<file path="config.mk">
export PLATFORM = sky130hd
export DESIGN_NAME = wdt_guarded_control
export DESIGN_NICKNAME = d
export VERILOG_FILES = /design/src/wdt_guard_pkg.sv /design/src/wdt_guarded_control.sv
export SDC_FILE = /design/constraint.sdc
export NUM_CORES = 1
export LEC_CHECK = 0
export BUFFER_PORTS_ARGS = -buffer_cell sky130_fd_sc_hd__buf_2
export CORE_UTILIZATION = 41
export CTS_BUF_LIST = sky130_fd_sc_hd__clkbuf_2 sky130_fd_sc_hd__clkbuf_4 sky130_fd_sc_hd__clkbuf_8
export CTS_CLUSTER_DIAMETER = 150
export DETAILED_ROUTE_END_ITERATION = 10
export HOLD_SLACK_MARGIN = 0.1
export PLACE_DENSITY = 0.83
export SKIP_CTS_REPAIR_TIMING = 1
export SLEW_MARGIN = 20
export SYNTH_ARGS = -nofsm -noshare
export SYNTH_HDL_FRONTEND = slang
export SYNTH_SLANG_ARGS = --single-unit
</file>
<file path="constraint.sdc">
create_clock -name clk -period 1.65 [get_ports clk]
set_input_delay 0.0825 -clock clk [delete_from_list [all_inputs] [get_ports clk]]
set_output_delay 0.0825 -clock clk [all_outputs]
set_load 0.02 [all_outputs]
</file>
<file path="src/wdt_guard_pkg.sv">
// package for the guarded watchdog control register and counter.
// assumes a classic wishbone slave with 32-bit data, one clock, async reset.
package wdt_guard_pkg;
    // register byte offsets
    localparam logic [3:0] guarded_control_off = 4'h0;
    localparam logic [3:0] counter_off         = 4'h4;
    localparam logic [3:0] wdt_status_off      = 4'h8;
    // field positions in the guarded control register
    localparam int counter_permit_inhibit_bit  = 7;
    localparam int counter_write_permit_bit    = 6;
    localparam int register_permit_inhibit_bit = 5;
    localparam int register_write_permit_bit   = 4;
    localparam int run_inhibit_bit             = 3;
    localparam int watchdog_run_bit            = 2;
    localparam int reset_indicator_inhibit_bit = 1;
    localparam int watchdog_reset_indicator_bit = 0;
    // inhibit bits always read as one
    localparam logic [7:0] inhibit_mask  = 8'hAA;
    localparam logic [7:0] control_reset = 8'hAE;
    // counter width, top value and internal reset pulse length
    localparam int         counter_width = 8;
    localparam logic [7:0] counter_top   = 8'hFF;
    localparam logic [7:0] counter_reset = 8'h00;
    localparam int         chip_reset_cycles = 4;
    // one wishbone request
    typedef struct packed {
        logic        cyc;
        logic        stb;
        logic        we;
        logic [3:0]  adr;
        logic [3:0]  sel;
        logic [31:0] dat;
    } wb_req_t;
    // slave answer
    typedef struct packed {
        logic        ack;
        logic [31:0] dat;
    } wb_rsp_t;
endpackage

</file>
<file path="src/wdt_guarded_control.sv">
// watchdog guarded control register, 8-bit up counter and internal reset request.
// assumes software writes whole bytes over classic wishbone; all inputs synchronous to clk.
//
// Contract
// counter permit changes only with inhibit 7 zero
// inhibit bits 7,5,3,1 always read one
// counter writes accepted only while permit set
// register permit changes only with inhibit 5 zero
// run and indicator need register permit
// run changes with inhibit 3 zero, permit set
// counter runs while run set; reset sets run
// indicator changes only with inhibit 1 zero
// overflow with chip reset sets indicator
// indicator survives watchdog's own reset
// pin reset or guarded zero write clears indicator
// software writes whole bytes with inhibit zero
// reset value ones at 7,5,3,2,1
// counter overflow issues internal chip reset
// each protected bit judged by own inhibit
module wdt_guarded_control
    import wdt_guard_pkg::*;
(
    input  wire logic        clk,
    input  wire logic        rst,
    input  wire wdt_guard_pkg::wb_req_t wb_req,
    output wdt_guard_pkg::wb_rsp_t      wb_rsp,
    output logic             chip_reset_req
);
    import wdt_guard_pkg::*;

    ////////////////////////////////////////////////////////////////////////
    // stored state
    logic       counter_write_permit;   // counter write permission
    logic       register_write_permit;  // run/indicator write permission
    logic       watchdog_run;           // counting enabled
    logic       watchdog_reset_indicator; // sticky: watchdog reset happened
    logic [7:0] watchdog_counter;       // the up counter
    logic [2:0] chip_reset_count;       // internal reset pulse timer
    logic       ack;                    // answer flag

    ////////////////////////////////////////////////////////////////////////
    // bus decode
    wire        req      = wb_req.cyc & wb_req.stb & ~ack;  // one ack per request
    wire        wr_lane0 = req & wb_req.we & wb_req.sel[0];
    wire [7:0]  wdata    = wb_req.dat[7:0];
    wire        hit_ctrl = wb_req.adr == guarded_control_off;
    wire        hit_cnt  = wb_req.adr == counter_off;
    wire        hit_stat = wb_req.adr == wdt_status_off;
    wire        wr_ctrl  = wr_lane0 & hit_ctrl;
    // each protected bit sees only its own inhibit bit in the same write
    wire        upd_cwp  = wr_ctrl & ~wdata[counter_permit_inhibit_bit];
    wire        upd_rwp  = wr_ctrl & ~wdata[register_permit_inhibit_bit];
    wire        upd_run  = wr_ctrl & register_write_permit
                           & ~wdata[run_inhibit_bit];
    wire        upd_ind  = wr_ctrl & register_write_permit
                           & ~wdata[reset_indicator_inhibit_bit];
    wire        wr_cnt   = wr_lane0 & hit_cnt & counter_write_permit;
    wire        overflow = watchdog_run & (watchdog_counter == counter_top)
                           & ~wr_cnt;
    wire        in_chip_reset = chip_reset_count != 3'd0;

    // read view: inhibit bits forced to one
    wire [7:0] ctrl_view = inhibit_mask
                         | {1'b0, counter_write_permit, 1'b0, register_write_permit,
                            1'b0, watchdog_run, 1'b0, watchdog_reset_indicator};
    wire [31:0] rdata = hit_ctrl ? {24'h0000_00, ctrl_view}
                      : hit_cnt  ? {24'h0000_00, watchdog_counter}
                      : hit_stat ? {31'h0000_0000, in_chip_reset}
                      : 32'h0000_0000;   // unmapped reads as zero, still acked

    ////////////////////////////////////////////////////////////////////////
    // wishbone answer: one wait-free cycle after request
    always_ff @(posedge clk or posedge rst) begin
        if (rst) begin
            ack        <= 1'b0;
            wb_rsp.ack <= 1'b0;
            wb_rsp.dat <= 32'h0000_0000;
        end else begin
            ack        <= req;
            wb_rsp.ack <= req;
            wb_rsp.dat <= req ? rdata : 32'h0000_0000;
        end
    end

    ////////////////////////////////////////////////////////////////////////
    // guarded control bits; the pin reset loads the documented values
    // the internal chip reset below does not touch the indicator
    always_ff @(posedge clk or posedge rst) begin
        if (rst) begin
            counter_write_permit     <= control_reset[counter_write_permit_bit];
            register_write_permit    <= control_reset[register_write_permit_bit];
            watchdog_run             <= control_reset[watchdog_run_bit];
            watchdog_reset_indicator <= control_reset[watchdog_reset_indicator_bit];
        end else begin
            if (upd_cwp)
                counter_write_permit <= wdata[counter_write_permit_bit];
            if (upd_rwp)
                register_write_permit <= wdata[register_write_permit_bit];
            if (upd_run)
                watchdog_run <= wdata[watchdog_run_bit];
            // overflow set wins over a software clear in the same cycle
            if (overflow)
                watchdog_reset_indicator <= 1'b1;
            else if (upd_ind)
                watchdog_reset_indicator <= wdata[watchdog_reset_indicator_bit];
        end
    end

    ////////////////////////////////////////////////////////////////////////
    // counter: software load has priority over counting
    always_ff @(posedge clk or posedge rst) begin
        if (rst)
            watchdog_counter <= counter_reset;
        else if (wr_cnt)
            watchdog_counter <= wdata;
        else if (watchdog_run)
            watchdog_counter <= watchdog_counter + 8'h01;
    end

    ////////////////////////////////////////////////////////////////////////
    // internal reset request pulse, stretched for the rest of the chip
    always_ff @(posedge clk or posedge rst) begin
        if (rst) begin
            chip_reset_count <= 3'd0;
            chip_reset_req   <= 1'b0;
        end else begin
            if (overflow)
                chip_reset_count <= 3'(chip_reset_cycles);
            else if (in_chip_reset)
                chip_reset_count <= chip_reset_count - 3'd1;
            chip_reset_req <= overflow | (chip_reset_count > 3'd1);
        end
    end

    ////////////////////////////////////////////////////////////////////////
    // checks
    a_counter_permit_guard: assert property (@(posedge clk) disable iff (rst)
        (wr_ctrl & wdata[counter_permit_inhibit_bit]) |=> $stable(counter_write_permit))
        else $error("counter permit changed with inhibit set");
    a_inhibit_read_one: assert property (@(posedge clk) disable iff (rst)
        (req & ~wb_req.we & hit_ctrl) |=> ((wb_rsp.dat[7:0] & inhibit_mask) == inhibit_mask))
        else $error("inhibit bit read as zero");
    a_counter_write_blocked: assert property (@(posedge clk) disable iff (rst)
        (wr_lane0 & hit_cnt & ~counter_write_permit & ~watchdog_run) |=> $stable(watchdog_counter))
        else $error("counter written without permit");
    a_register_permit_guard: assert property (@(posedge clk) disable iff (rst)
        (wr_ctrl & ~wdata[register_permit_inhibit_bit])
        |=> register_write_permit == $past(wdata[register_write_permit_bit]))
        else $error("register permit missed update");
    a_run_needs_permit: assert property (@(posedge clk) disable iff (rst)
        (wr_ctrl & ~register_write_permit) |=> $stable(watchdog_run))
        else $error("run changed without permit");
    a_run_update: assert property (@(posedge clk) disable iff (rst)
        upd_run |=> watchdog_run == $past(wdata[watchdog_run_bit]))
        else $error("run bit missed update");
    a_counter_counts: assert property (@(posedge clk) disable iff (rst)
        (watchdog_run & ~wr_cnt) |=> watchdog_counter == $past(watchdog_counter) + 8'h01)
        else $error("counter did not advance");
    a_indicator_guard: assert property (@(posedge clk) disable iff (rst)
        (wr_ctrl & wdata[reset_indicator_inhibit_bit] & ~overflow) |=> $stable(watchdog_reset_indicator))
        else $error("indicator changed with inhibit set");
    a_overflow_sets_ind: assert property (@(posedge clk) disable iff (rst)
        overflow |=> watchdog_reset_indicator ##0 chip_reset_req [*3])
        else $error("overflow did not flag reset");
    c_overflow: cover property (@(posedge clk) disable iff (rst) overflow);
    c_run_stop: cover property (@(posedge clk) disable iff (rst) upd_run & ~wdata[watchdog_run_bit]);
    c_counter_load: cover property (@(posedge clk) disable iff (rst) wr_cnt);
    c_ind_clear: cover property (@(posedge clk) disable iff (rst) upd_ind & watchdog_reset_indicator);

    ////////////////////////////////////////////////////////////////////////
    // further checks, grouped by the interface they guard
    // these look only at what this block drives, never at the bus master;
    // a master that breaks the classic handshake is not caught here.
    // the permit checks compare against the permit value before the write,
    // because a single byte may both change the permit and touch run or
    // the indicator, and only the old permit may decide the latter.
    // the overflow set of the indicator wins over a software clear in the
    // same cycle, so every indicator check masks the overflow cycle out.
    // the internal reset pulse may be retriggered by a counter load of the
    // top value during the pulse; the pulse checks allow for that.
    // nothing here tests for unknown values; reset covers every flop.
    // the pin reset check below runs without a disable condition on purpose,
    // since it looks at the first edge after the pin is released.

    ////////////////////////////////////////////////////////////////////////
    // bus answer checks

    // ack stands for exactly one cycle,
    // even when the master keeps its strobe up
    a_ack_one_cycle: assert property (@(posedge clk) disable iff (rst)
        wb_rsp.ack |=> ~wb_rsp.ack)
        else $error("ack stood longer than one cycle");

    // every taken request is answered
    // on the very next edge, with no wait state
    a_ack_after_take: assert property (@(posedge clk) disable iff (rst)
        req |=> wb_rsp.ack)
        else $error("taken request not acked");

    // read data is zero whenever ack is low,
    // so a late sampler sees no stale value
    a_dat_zero_idle: assert property (@(posedge clk) disable iff (rst)
        ~wb_rsp.ack |-> (wb_rsp.dat == 32'h0000_0000))
        else $error("read data not zero outside ack");

    // unmapped places read zero
    // and are still acked
    a_unmapped_zero: assert property (@(posedge clk) disable iff (rst)
        (req & ~hit_ctrl & ~hit_cnt & ~hit_stat) |=> (wb_rsp.dat == 32'h0000_0000))
        else $error("unmapped read not zero");

    // only the low byte carries data;
    // upper read bits are always zero
    a_upper_bits_zero: assert property (@(posedge clk) disable iff (rst)
        wb_rsp.ack |-> (wb_rsp.dat[31:8] == 24'h0000_00))
        else $error("upper read bits not zero");

    ////////////////////////////////////////////////////////////////////////
    // counter checks

    // a permitted counter write lands
    // on the next edge, counting waits one cycle
    a_counter_load: assert property (@(posedge clk) disable iff (rst)
        wr_cnt |=> (watchdog_counter == $past(wdata)))
        else $error("counter write did not land");

    // a stopped counter holds its value
    // unless software loads it
    a_counter_holds: assert property (@(posedge clk) disable iff (rst)
        (~watchdog_run & ~wr_cnt) |=> $stable(watchdog_counter))
        else $error("stopped counter moved");

    // an overflow wraps the counter
    // back to zero on the next edge
    a_wrap_to_zero: assert property (@(posedge clk) disable iff (rst)
        overflow |=> (watchdog_counter == counter_reset))
        else $error("counter did not wrap");

    ////////////////////////////////////////////////////////////////////////
    // guarded control bit checks

    // counter permit takes the written value
    // when its inhibit bit is written zero
    a_cwp_update: assert property (@(posedge clk) disable iff (rst)
        upd_cwp |=> (counter_write_permit == $past(wdata[counter_write_permit_bit])))
        else $error("counter permit missed update");

    // register permit holds
    // when its inhibit bit is written one
    a_rwp_guard: assert property (@(posedge clk) disable iff (rst)
        (wr_ctrl & wdata[register_permit_inhibit_bit]) |=> $stable(register_write_permit))
        else $error("register permit changed with inhibit set");

    // run holds
    // when its inhibit bit is written one
    a_run_guard: assert property (@(posedge clk) disable iff (rst)
        (wr_ctrl & wdata[run_inhibit_bit]) |=> $stable(watchdog_run))
        else $error("run changed with inhibit set");

    // indicator ignores software
    // while register permit is clear
    a_ind_needs_permit: assert property (@(posedge clk) disable iff (rst)
        (wr_ctrl & ~register_write_permit & ~overflow) |=> $stable(watchdog_reset_indicator))
        else $error("indicator changed without permit");

    // indicator is sticky: only an overflow or a guarded write moves it,
    // so the internal chip reset leaves it alone
    a_ind_sticky: assert property (@(posedge clk) disable iff (rst)
        (~overflow & ~upd_ind) |=> $stable(watchdog_reset_indicator))
        else $error("indicator moved without cause");

    // a guarded zero write clears the indicator
    // when no overflow falls in the same cycle
    a_ind_clear: assert property (@(posedge clk) disable iff (rst)
        (upd_ind & ~wdata[watchdog_reset_indicator_bit] & ~overflow) |=> ~watchdog_reset_indicator)
        else $error("indicator not cleared");

    // a write without the low byte lane
    // leaves both permits alone
    a_lane_gate: assert property (@(posedge clk) disable iff (rst)
        (req & wb_req.we & ~wb_req.sel[0])
        |=> ($stable(counter_write_permit) & $stable(register_write_permit)))
        else $error("write without lane changed a permit");

    ////////////////////////////////////////////////////////////////////////
    // internal reset request checks

    // the request stands for the full pulse length;
    // a retrigger only stretches it
    a_pulse_length: assert property (@(posedge clk) disable iff (rst)
        overflow |=> chip_reset_req [*4])
        else $error("internal reset pulse too short");

    // the request falls once the pulse timer
    // reaches its last count
    a_pulse_ends: assert property (@(posedge clk) disable iff (rst)
        ((chip_reset_count == 3'd1) & ~overflow) |=> ~chip_reset_req)
        else $error("internal reset pulse too long");

    // the status place shows a pulse in progress
    // to a read taken during it
    a_status_view: assert property (@(posedge clk) disable iff (rst)
        (req & ~wb_req.we & hit_stat & in_chip_reset) |=> wb_rsp.dat[0])
        else $error("status missed internal reset");

    ////////////////////////////////////////////////////////////////////////
    // pin reset check

    // after the pin is released the control bits hold their reset values:
    // run set, indicator and both permits clear, counter at zero
    a_pin_reset_values: assert property (@(posedge clk)
        $fell(rst) |-> (watchdog_run & ~watchdog_reset_indicator & ~counter_write_permit
                        & ~register_write_permit & (watchdog_counter == counter_reset)))
        else $error("control bits not at reset values");

    // end of checks
endmodule

</file>
== After elaboration in Yosys (flattened, before gate mapping) ==
Index checks and enable logic that the tools add are counted.
Word-level totals
  flip-flop bits (word level): 25
Cells by class
  equality and inequality tests: 3
  mux-type cells: 10
  add/sub/neg operators: 2
  reduce and logical (&&, ||, !) cells: 5
  magnitude comparators: 1
  bitwise operators: 21
Operator list (number)
  8-bit 2-to-1 mux: 5
  1-bit bitwise AND: 14
  8-bit by 1-bit adder with 8-bit output (second input constant): 1
  8-bit equality test (second input constant): 1
  3-bit 2-to-1 mux: 2
  1-bit inverter: 6
  2-bit nonzero test: 3
  4-bit by 3-bit equality test with 1-bit output (second input constant): 1
  4-bit equality test (second input constant): 1
  4-bit logical NOT: 1
  3-bit by 1-bit greater-than comparator with 1-bit output (second input constant): 1
  1-bit 2-to-1 mux: 3
  3-bit nonzero test: 1
  3-bit by 1-bit subtractor with 3-bit output (second input constant): 1
  1-bit OR: 1

== Depth between registers and ports, before layout ==
Gate-level depths: netlist of the first run.
  depth in word-level cells: 9
  mapped depth: 6
  depth with buffers taken out: 5

== Worst setup path before layout of the first run ==
OpenSTA, ideal clock, no wires.
  path type: register -> register
  start: register ack
  end: register chip_reset_req
  path buffers: 0
  required time: 1519 ps
  period minus slack after synthesis: 1595 ps
  setup slack: 55 ps
  stages on the path, launching flop included: 6
  setup time: 131 ps
  arrival: 1464 ps
  path through: dfrtp_1 -> nand3b_1 -> inv_1 -> nand4_4 -> and2_4 -> or3_1
Between the ends
  longest elaborated chain between the ends: 9
Ends and longest elaborated chain
  start: declaration: RTL line wdt_guarded_control.sv:39  | logic ack;
  start signal: assignment: RTL line wdt_guarded_control.sv:79  | ack <= req;
  1-bit inverter: RTL line wdt_guarded_control.sv:43  | wire req = wb_req.cyc & wb_req.stb & ~ack;
  1-bit bitwise AND: RTL line wdt_guarded_control.sv:43
  via req: RTL line wdt_guarded_control.sv:43
  1-bit bitwise AND (2 in series): RTL line wdt_guarded_control.sv:44  | wire wr_lane0 = req & wb_req.we & wb_req.sel[0];
  1-bit bitwise AND (2 in series): RTL line wdt_guarded_control.sv:57  | wire wr_cnt = wr_lane0 & hit_cnt & counter_write_permit;
  1-bit inverter: RTL line wdt_guarded_control.sv:59  | & ~wr_cnt;
  1-bit bitwise AND: RTL line wdt_guarded_control.sv:59
  1-bit OR: RTL line wdt_guarded_control.sv:131  | chip_reset_req <= overflow | (chip_reset_count > 3'd1);
  end signal: assignment: RTL line wdt_guarded_control.sv:131
  end: declaration: RTL line wdt_guarded_control.sv:27  | output logic chip_reset_req
The timed path passes the listed nets, and every way through them passes these cells.
A chain may end at the register's enable or synchronous reset.

== Final worst setup path of the first run ==
  start: register ack
  end: register watchdog_run
Between the ends
  longest elaborated chain between the ends: 7
Ends and longest elaborated chain
  1-bit inverter: RTL line wdt_guarded_control.sv:43
  1-bit bitwise AND: RTL line wdt_guarded_control.sv:43
  via req: RTL line wdt_guarded_control.sv:43
  1-bit bitwise AND (2 in series): RTL line wdt_guarded_control.sv:44
  1-bit bitwise AND: RTL line wdt_guarded_control.sv:49  | wire wr_ctrl = wr_lane0 & hit_ctrl;
  1-bit bitwise AND: RTL line wdt_guarded_control.sv:53  | wire upd_run = wr_ctrl & register_write_permit
  1-bit bitwise AND: RTL line wdt_guarded_control.sv:54  | & ~wdata[run_inhibit_bit];
  end signal: assignment: RTL line wdt_guarded_control.sv:92  | watchdog_run <= control_reset[watchdog_run_bit];
  end signal: assignment: RTL line wdt_guarded_control.sv:100  | watchdog_run <= wdata[watchdog_run_bit];
  end: declaration: RTL line wdt_guarded_control.sv:35  | logic watchdog_run;
The timed path passes the listed nets, and every way through them passes these cells.

==> flow_summary.toml, run 1 <==
[outcome]
status = "completed"

[sta]
setup_viol = 0
tns_ns = 0
slew_violations = 0
finalHoldViolations = 0
rsz0062_at_grt = "no"
fmax_mhz = 665
tightest_slew_ns = 0.570
slew_headroom = 0.620
layout_min_cycle_time_ns = 1.50
whs_ns = 0.0772
timing.final.crit_share = 0.911
fin_skew_ns = 0.00223

[clocking]
cts.sinks = 25
clk_path_buf_depth = 2
cts_tree = "done"
clockRootBuffer = "clkbuf_4"
cts_buffers = 3
htree_levels = 1
insertion_delay_ns = 0.32
path_clk_slew_ns = 0.13

[power_and_ir_drop]
pwr-share-comb = 0.275
power.switching_w = 0.000448
power_per_cell_area_nw_per_um2 = 823
clock_power_share = 0.200
p_int_w = 0.000918
p_sw_frac = 0.328
seqPwrFrac = 0.525
p_leak_nw = 0.807
ir_drop_v = 0.000468

[worst_setup_path]
crit_chain = "nand3b_1 -> inv_1 -> nand3_2 -> nor3b_2 -> mux2_2"
required_ns = 1.91
arrival_ns = 1.77
worstSetupStartpointType = "flip-flop"
cp_max_fo = 3
cp_top_family = "simple AND/OR/NAND/NOR gates"
critPathKind = "flip-flop to flip-flop"
crit_path_top_delay_cell = "dfrtp_1"
critPathBufInv = 1
cp_slowest_stage_delay_ns = 0.39
critPathCaptureType = "flip-flop"

[place]
placed_cell_area_um2 = 1530
place.gp.congestion = 0.805
placed_cells = 217
dp_hpwl_um = 1910
io_buffers = 27

[global_route]
grt_pass1_vias = 897
grt_pass1_wl_um = 3930
overflow = 0
antenna_found_initial = 0
grt_use_total = 0.148
grt_max_degree = 18

[yosys]
synth_top_area_frac = 0.426
synthesis.area_um2 = 1410
ys.warnings.count = 0
synth_cell_types = 33
avgSynthCellArea_um2 = 9.72
synthCells = 145
yosysSeqAreaShare = 0.445
synth_area_leaders = "dfrtp_1 (43%), buf_4 (13%), nor2_1 (6.1%)"
ys_ff_latch = 25
synth_top_cell_by_area = "dfrtp_1"

[cells_and_area]
antenna_cells = 0
synthToLayoutAreaGrowth_pct = 17.7
nets = 236
fin_area_um2 = 1660
final_layout_size_suffix_gt1_frac = 0.253
final_cells = 230
fillerInstances = 303

[routing]
wl_per_cell_um = 10.8
wl_um = 2500
via_per_inst = 4.62
route.detailed.drc = 0
drt-pass1-iter-count = 4
drtAntennaViolNets = 0
vias = 1062
drt_iter0_markers = 20

[floorplan]
ios = 79
start_util = 0.447
die_h_um = 60.6
core_um2 = 3150
die_area_um2 = 3680
fp.dieW_um = 60.6
rows = 20

[min_path]
hold_class = "primary input to flip-flop"

[job]
drv_cap = 0
per-layer routing:
| layer | vias to the layer above | routed length (um) | global-route usage |
|---|---|---|---|
| met5 | - | 0 | 0 |
| met4 | 0 | 24 | 0.0584 |
| met3 | 4 | 113 | 0.0256 |
| met2 | 34 | 1240 | 0.264 |
| met1 | 502 | 1120 | 0.179 |
| li1 | 522 | - | - |
path summary, 6_finish.rpt:
kind,startpoint,end,slack [ns],depth (start not counted)
worst max-delay path,ack,watchdog_run,0.15,5
worst min-delay path,wb_req[36],wb_rsp[0],0.08,4
worst max register to register,ack,watchdog_run,0.15,5
worst min register to register,chip_reset_count[2],chip_reset_req,0.53,1
max in group asynchronous,rst,wb_rsp[0],0.75,4
min in group asynchronous,rst,chip_reset_req,0.35,3
flip-flops by register name (all words and copies together) (netlist names):
signal	count
watchdog_counter	8
wb_rsp	8
chip_reset_count	3
ack	1
chip_reset_req	1
counter_write_permit	1
register_write_permit	1
watchdog_reset_indicator	1
watchdog_run	1
Yosys cell counts, drive strengths merged:
cell type  instances
a2111oi            1
a211oi             1
a21boi             1
a21oi             13
a22oi              3
a31o               1
and2               2
and3               1
buf               25
clkbuf             3
conb               1
dfrtp             24
dfstp              1
ha                 4
inv                6
mux2               3
mux2i              2
nand2              5
nand2b             1
nand3              2
nand3b             1
nand4              6
nor2              23
nor3               1
nor3b              2
nor4               1
nor4b              1
o21ai              1
or3                1
xnor2              4
xor2               4
power by group through the flow:
stage | sequential (W) | combinational, W | clock [W]
3_5_place_dp | 0.000729 | 0.000358 | 0
4_1_cts | 0.000717 | 0.000361 | 0.000278
5_1_grt | 0.000727 | 0.000443 | 0.000295
6_report | 0.000717 | 0.000375 | 0.000273
3_3_place_gp | 0.000726 | 0.000344 | 0
2_1_floorplan | 0.000737 | 0.000299 | 0
layout by cell type, fill, tap and decap left out, types with 2 or more instances in the layout:
cell,netlist,routed
mux2i_1,2,2
conb_1,1,24
ha_1,4,4
nor2_1,23,23
xnor2_1,4,4
mux2_2,3,3
nand2_1,5,5
buf_4,25,6
xor2_1,4,4
a21oi_1,13,13
nand4_1,5,5
a22oi_1,3,3
clkbuf_4,0,3
dlygate4sd3_1,0,9
inv_1,6,6
buf_2,0,27
dfrtp_1,24,24
worst register-to-register path: stages, from the launching register on:
cell and delay [ns]:
dfrtp_1 0.39, nand3b_1 0.18, inv_1 0.16, nand3_2 0.15, nor3b_2 0.22, mux2_2 0.35
area by class of cell:
| class | count | area (um2) | area share |
|---|---|---|---|
| clock buffers | 3 | 22.5 | 0.0136 |
| flip-flops and latches | 25 | 627 | 0.378 |
| well taps | 44 | 55.1 | 0.0332 |
| repair buffers | 42 | 270 | 0.163 |
| inverters | 6 | 22.5 | 0.0136 |
| clock inverters | 1 | 5.00 | 0.00301 |
| multi-input cells | 109 | 658 | 0.396 |
through the flow:
stage | setup WS (ns) | power, W | utilization
6_report | 0.147 | 0.00137 | 0.527
3_5_place_dp | 0.0966 | 0.00109 | 0.486
4_1_cts | 0.0844 | 0.00136 | 0.495
2_1_floorplan | 0.0545 | 0.00104 | -
5_1_grt | 0.0438 | 0.00146 | 0.527
3_3_place_gp | 0.128 | 0.00107 | 0.486
cells by family (layout without fill, tap and decap cells):
logic type      after synthesis  after routing  synth area share
simple gates                 47             47             0.184
buf+inv                      34             52             0.157
flops                        25             25             0.445
compound gates               21             21            0.0887
xor+xnor                      8              8            0.0497
mux                           5              5            0.0382
fa+ha+maj                     4              4            0.0355
other cells                   1             24           0.00266
Note: power is estimated with default switching activity, not from simulation.
==> run 2: changes to the inputs <==
--- a/config.mk
+++ b/config.mk
@@ -6,12 +6,12 @@
 export NUM_CORES = 1
 export LEC_CHECK = 0
 export BUFFER_PORTS_ARGS = -buffer_cell sky130_fd_sc_hd__buf_2
-export CORE_UTILIZATION = 41
+export CORE_UTILIZATION = 49
 export CTS_BUF_LIST = sky130_fd_sc_hd__clkbuf_2 sky130_fd_sc_hd__clkbuf_4 sky130_fd_sc_hd__clkbuf_8
 export CTS_CLUSTER_DIAMETER = 150
 export DETAILED_ROUTE_END_ITERATION = 10
 export HOLD_SLACK_MARGIN = 0.1
-export PLACE_DENSITY = 0.83
+export PLACE_DENSITY = 0.92
 export SKIP_CTS_REPAIR_TIMING = 1
 export SLEW_MARGIN = 20
 export SYNTH_ARGS = -nofsm -noshare
==> constraint.sdc (replaced) <==
create_clock -name clk -period 1.92 [get_ports clk]
set_input_delay 0.096 -clock clk [delete_from_list [all_inputs] [get_ports clk]]
set_output_delay 0.096 -clock clk [all_outputs]
set_load 0.02 [all_outputs]
==> flow_summary.toml, run 2 (synthesis results as in run 1) <==
[routing]
drt-pass1-iter-count = 7
drtAntennaViolNets = 0
route.detailed.drc = 2
wl_um = 2460
via_per_inst = 4.96
wl_per_cell_um = 11.4
vias = 1066
drt_iter0_markers = 29

[floorplan]
core_um2 = 2730
die_area_um2 = 3100
fp.dieW_um = 55.6
die_h_um = 55.6
ios = 79
start_util = 0.516
rows = 19

[global_route]
antenna_found_initial = 0
grt_pass1_wl_um = 4260
grt_use_total = 0.175
grt_pass1_vias = 1002
overflow = 0
grt_max_degree = 26

[cells_and_area]
synthToLayoutAreaGrowth_pct = 14.6
reg_top3 = "watchdog_counter x8, wb_rsp x8, chip_reset_count x3"
nets = 234
fin_area_um2 = 1620
utilization = 0.591
antenna_cells = 0
fillerInstances = 243
final_cells = 215
final_cell_mix = "buf_2 (27), conb_1 (24), dfrtp_1 (24), nor2_1 (23), a21oi_1 (13)"
final_common_cell = "buf_2"
final_layout_size_suffix_gt1_frac = 0.239

[sta]
tns_ns = 0
slew_violations = 0
setup_viol = 0
layout_min_cycle_time_ns = 1.57
whs_ns = 0.0878
fin_skew_ns = 0.0124
rsz0062_at_grt = "no"
finalHoldViolations = 0
timing.final.crit_share = 0.816
fmax_mhz = 638

[worst_setup_path]
reg2reg_slack_ns = 0.35
arrival_ns = 1.82
cp_max_fo = 3
worstSetupStartpointType = "flip-flop"
critPathKind = "flip-flop to flip-flop"
critPathCaptureType = "flip-flop"
required_ns = 2.17

[place]
dp_hpwl_um = 1790
placed_cell_area_um2 = 1510
io_buffers = 27
place.gp.congestion = 0.803
placed_cells = 203

[outcome]
violations = "design-rule violations"
status = "finished with violations"

[clocking]
path_clk_slew_ns = 0.14
cts_buffers = 3
htree_levels = 1
clk_path_buf_depth = 2
insertion_delay_ns = 0.32
cts_tree = "done"
cts.sinks = 25
clockRootBuffer = "clkbuf_4"

[power_and_ir_drop]
power_per_cell_area_nw_per_um2 = 718
p_leak_nw = 0.798
ir_drop_v = 0.000543

[job]
drv_cap = 0

[min_path]
hold_class = "primary input to flip-flop"
[run 2: per-stage QoR]
step / setup slack, ns / power [W]
global route: 0.244 / 0.00126
floorplan: 0.325 / 0.000890
CTS: 0.355 / 0.00116
finish: 0.352 / 0.00116
detailed placement: 0.384 / 0.000930
global placement: 0.412 / 0.000917
[run 2: worst paths after layout]
path,depth (start not counted),to,startpoint
max,5,watchdog_run,ack
min,4,wb_rsp[0],wb_req[36]
max reg2reg,5,watchdog_run,ack
min reg2reg,1,chip_reset_req,chip_reset_count[2]
max in group asynchronous,4,watchdog_run,rst
min in group asynchronous,4,wb_rsp[0],rst
[run 2: critical path: stages (launching register included)]
cell	delay, ns
dfrtp_1	0.39
nand3b_1	0.18
inv_1	0.15
nand3_1	0.17
nor3b_1	0.25
mux2_2	0.35
[run 2: per-layer routing]
metal / share of wire / GRT usage / vias to the layer above / routed length, um
li1: - / - / 517 / -
met1: 0.45 / 0.227 / 491 / 1110
met2: 0.46 / 0.275 / 51 / 1140
met3: 0.069 / 0.0488 / 7 / 170
met4: 0.015 / 0.0750 / 0 / 38
met5: 0 / 0 / - / 0
[run 2: layout make-up]
type | count | area (um2) | area share
clock buffers | 3 | 22.5 | 0.0139
clock inverters | 1 | 5.00 | 0.00310
inverters | 6 | 22.5 | 0.0139
multi-input cells | 109 | 648 | 0.401
flip-flops and latches | 25 | 627 | 0.388
well taps | 31 | 38.8 | 0.0240
repair buffers | 40 | 253 | 0.156
[run 2: where the power goes]
group	switching (W)	leakage, nW	internal (W)
Combinational	0.000185	0.494	0.000128
Sequential	0.0000365	0.287	0.000580
Clock	0.000152	0.0177	0.0000780
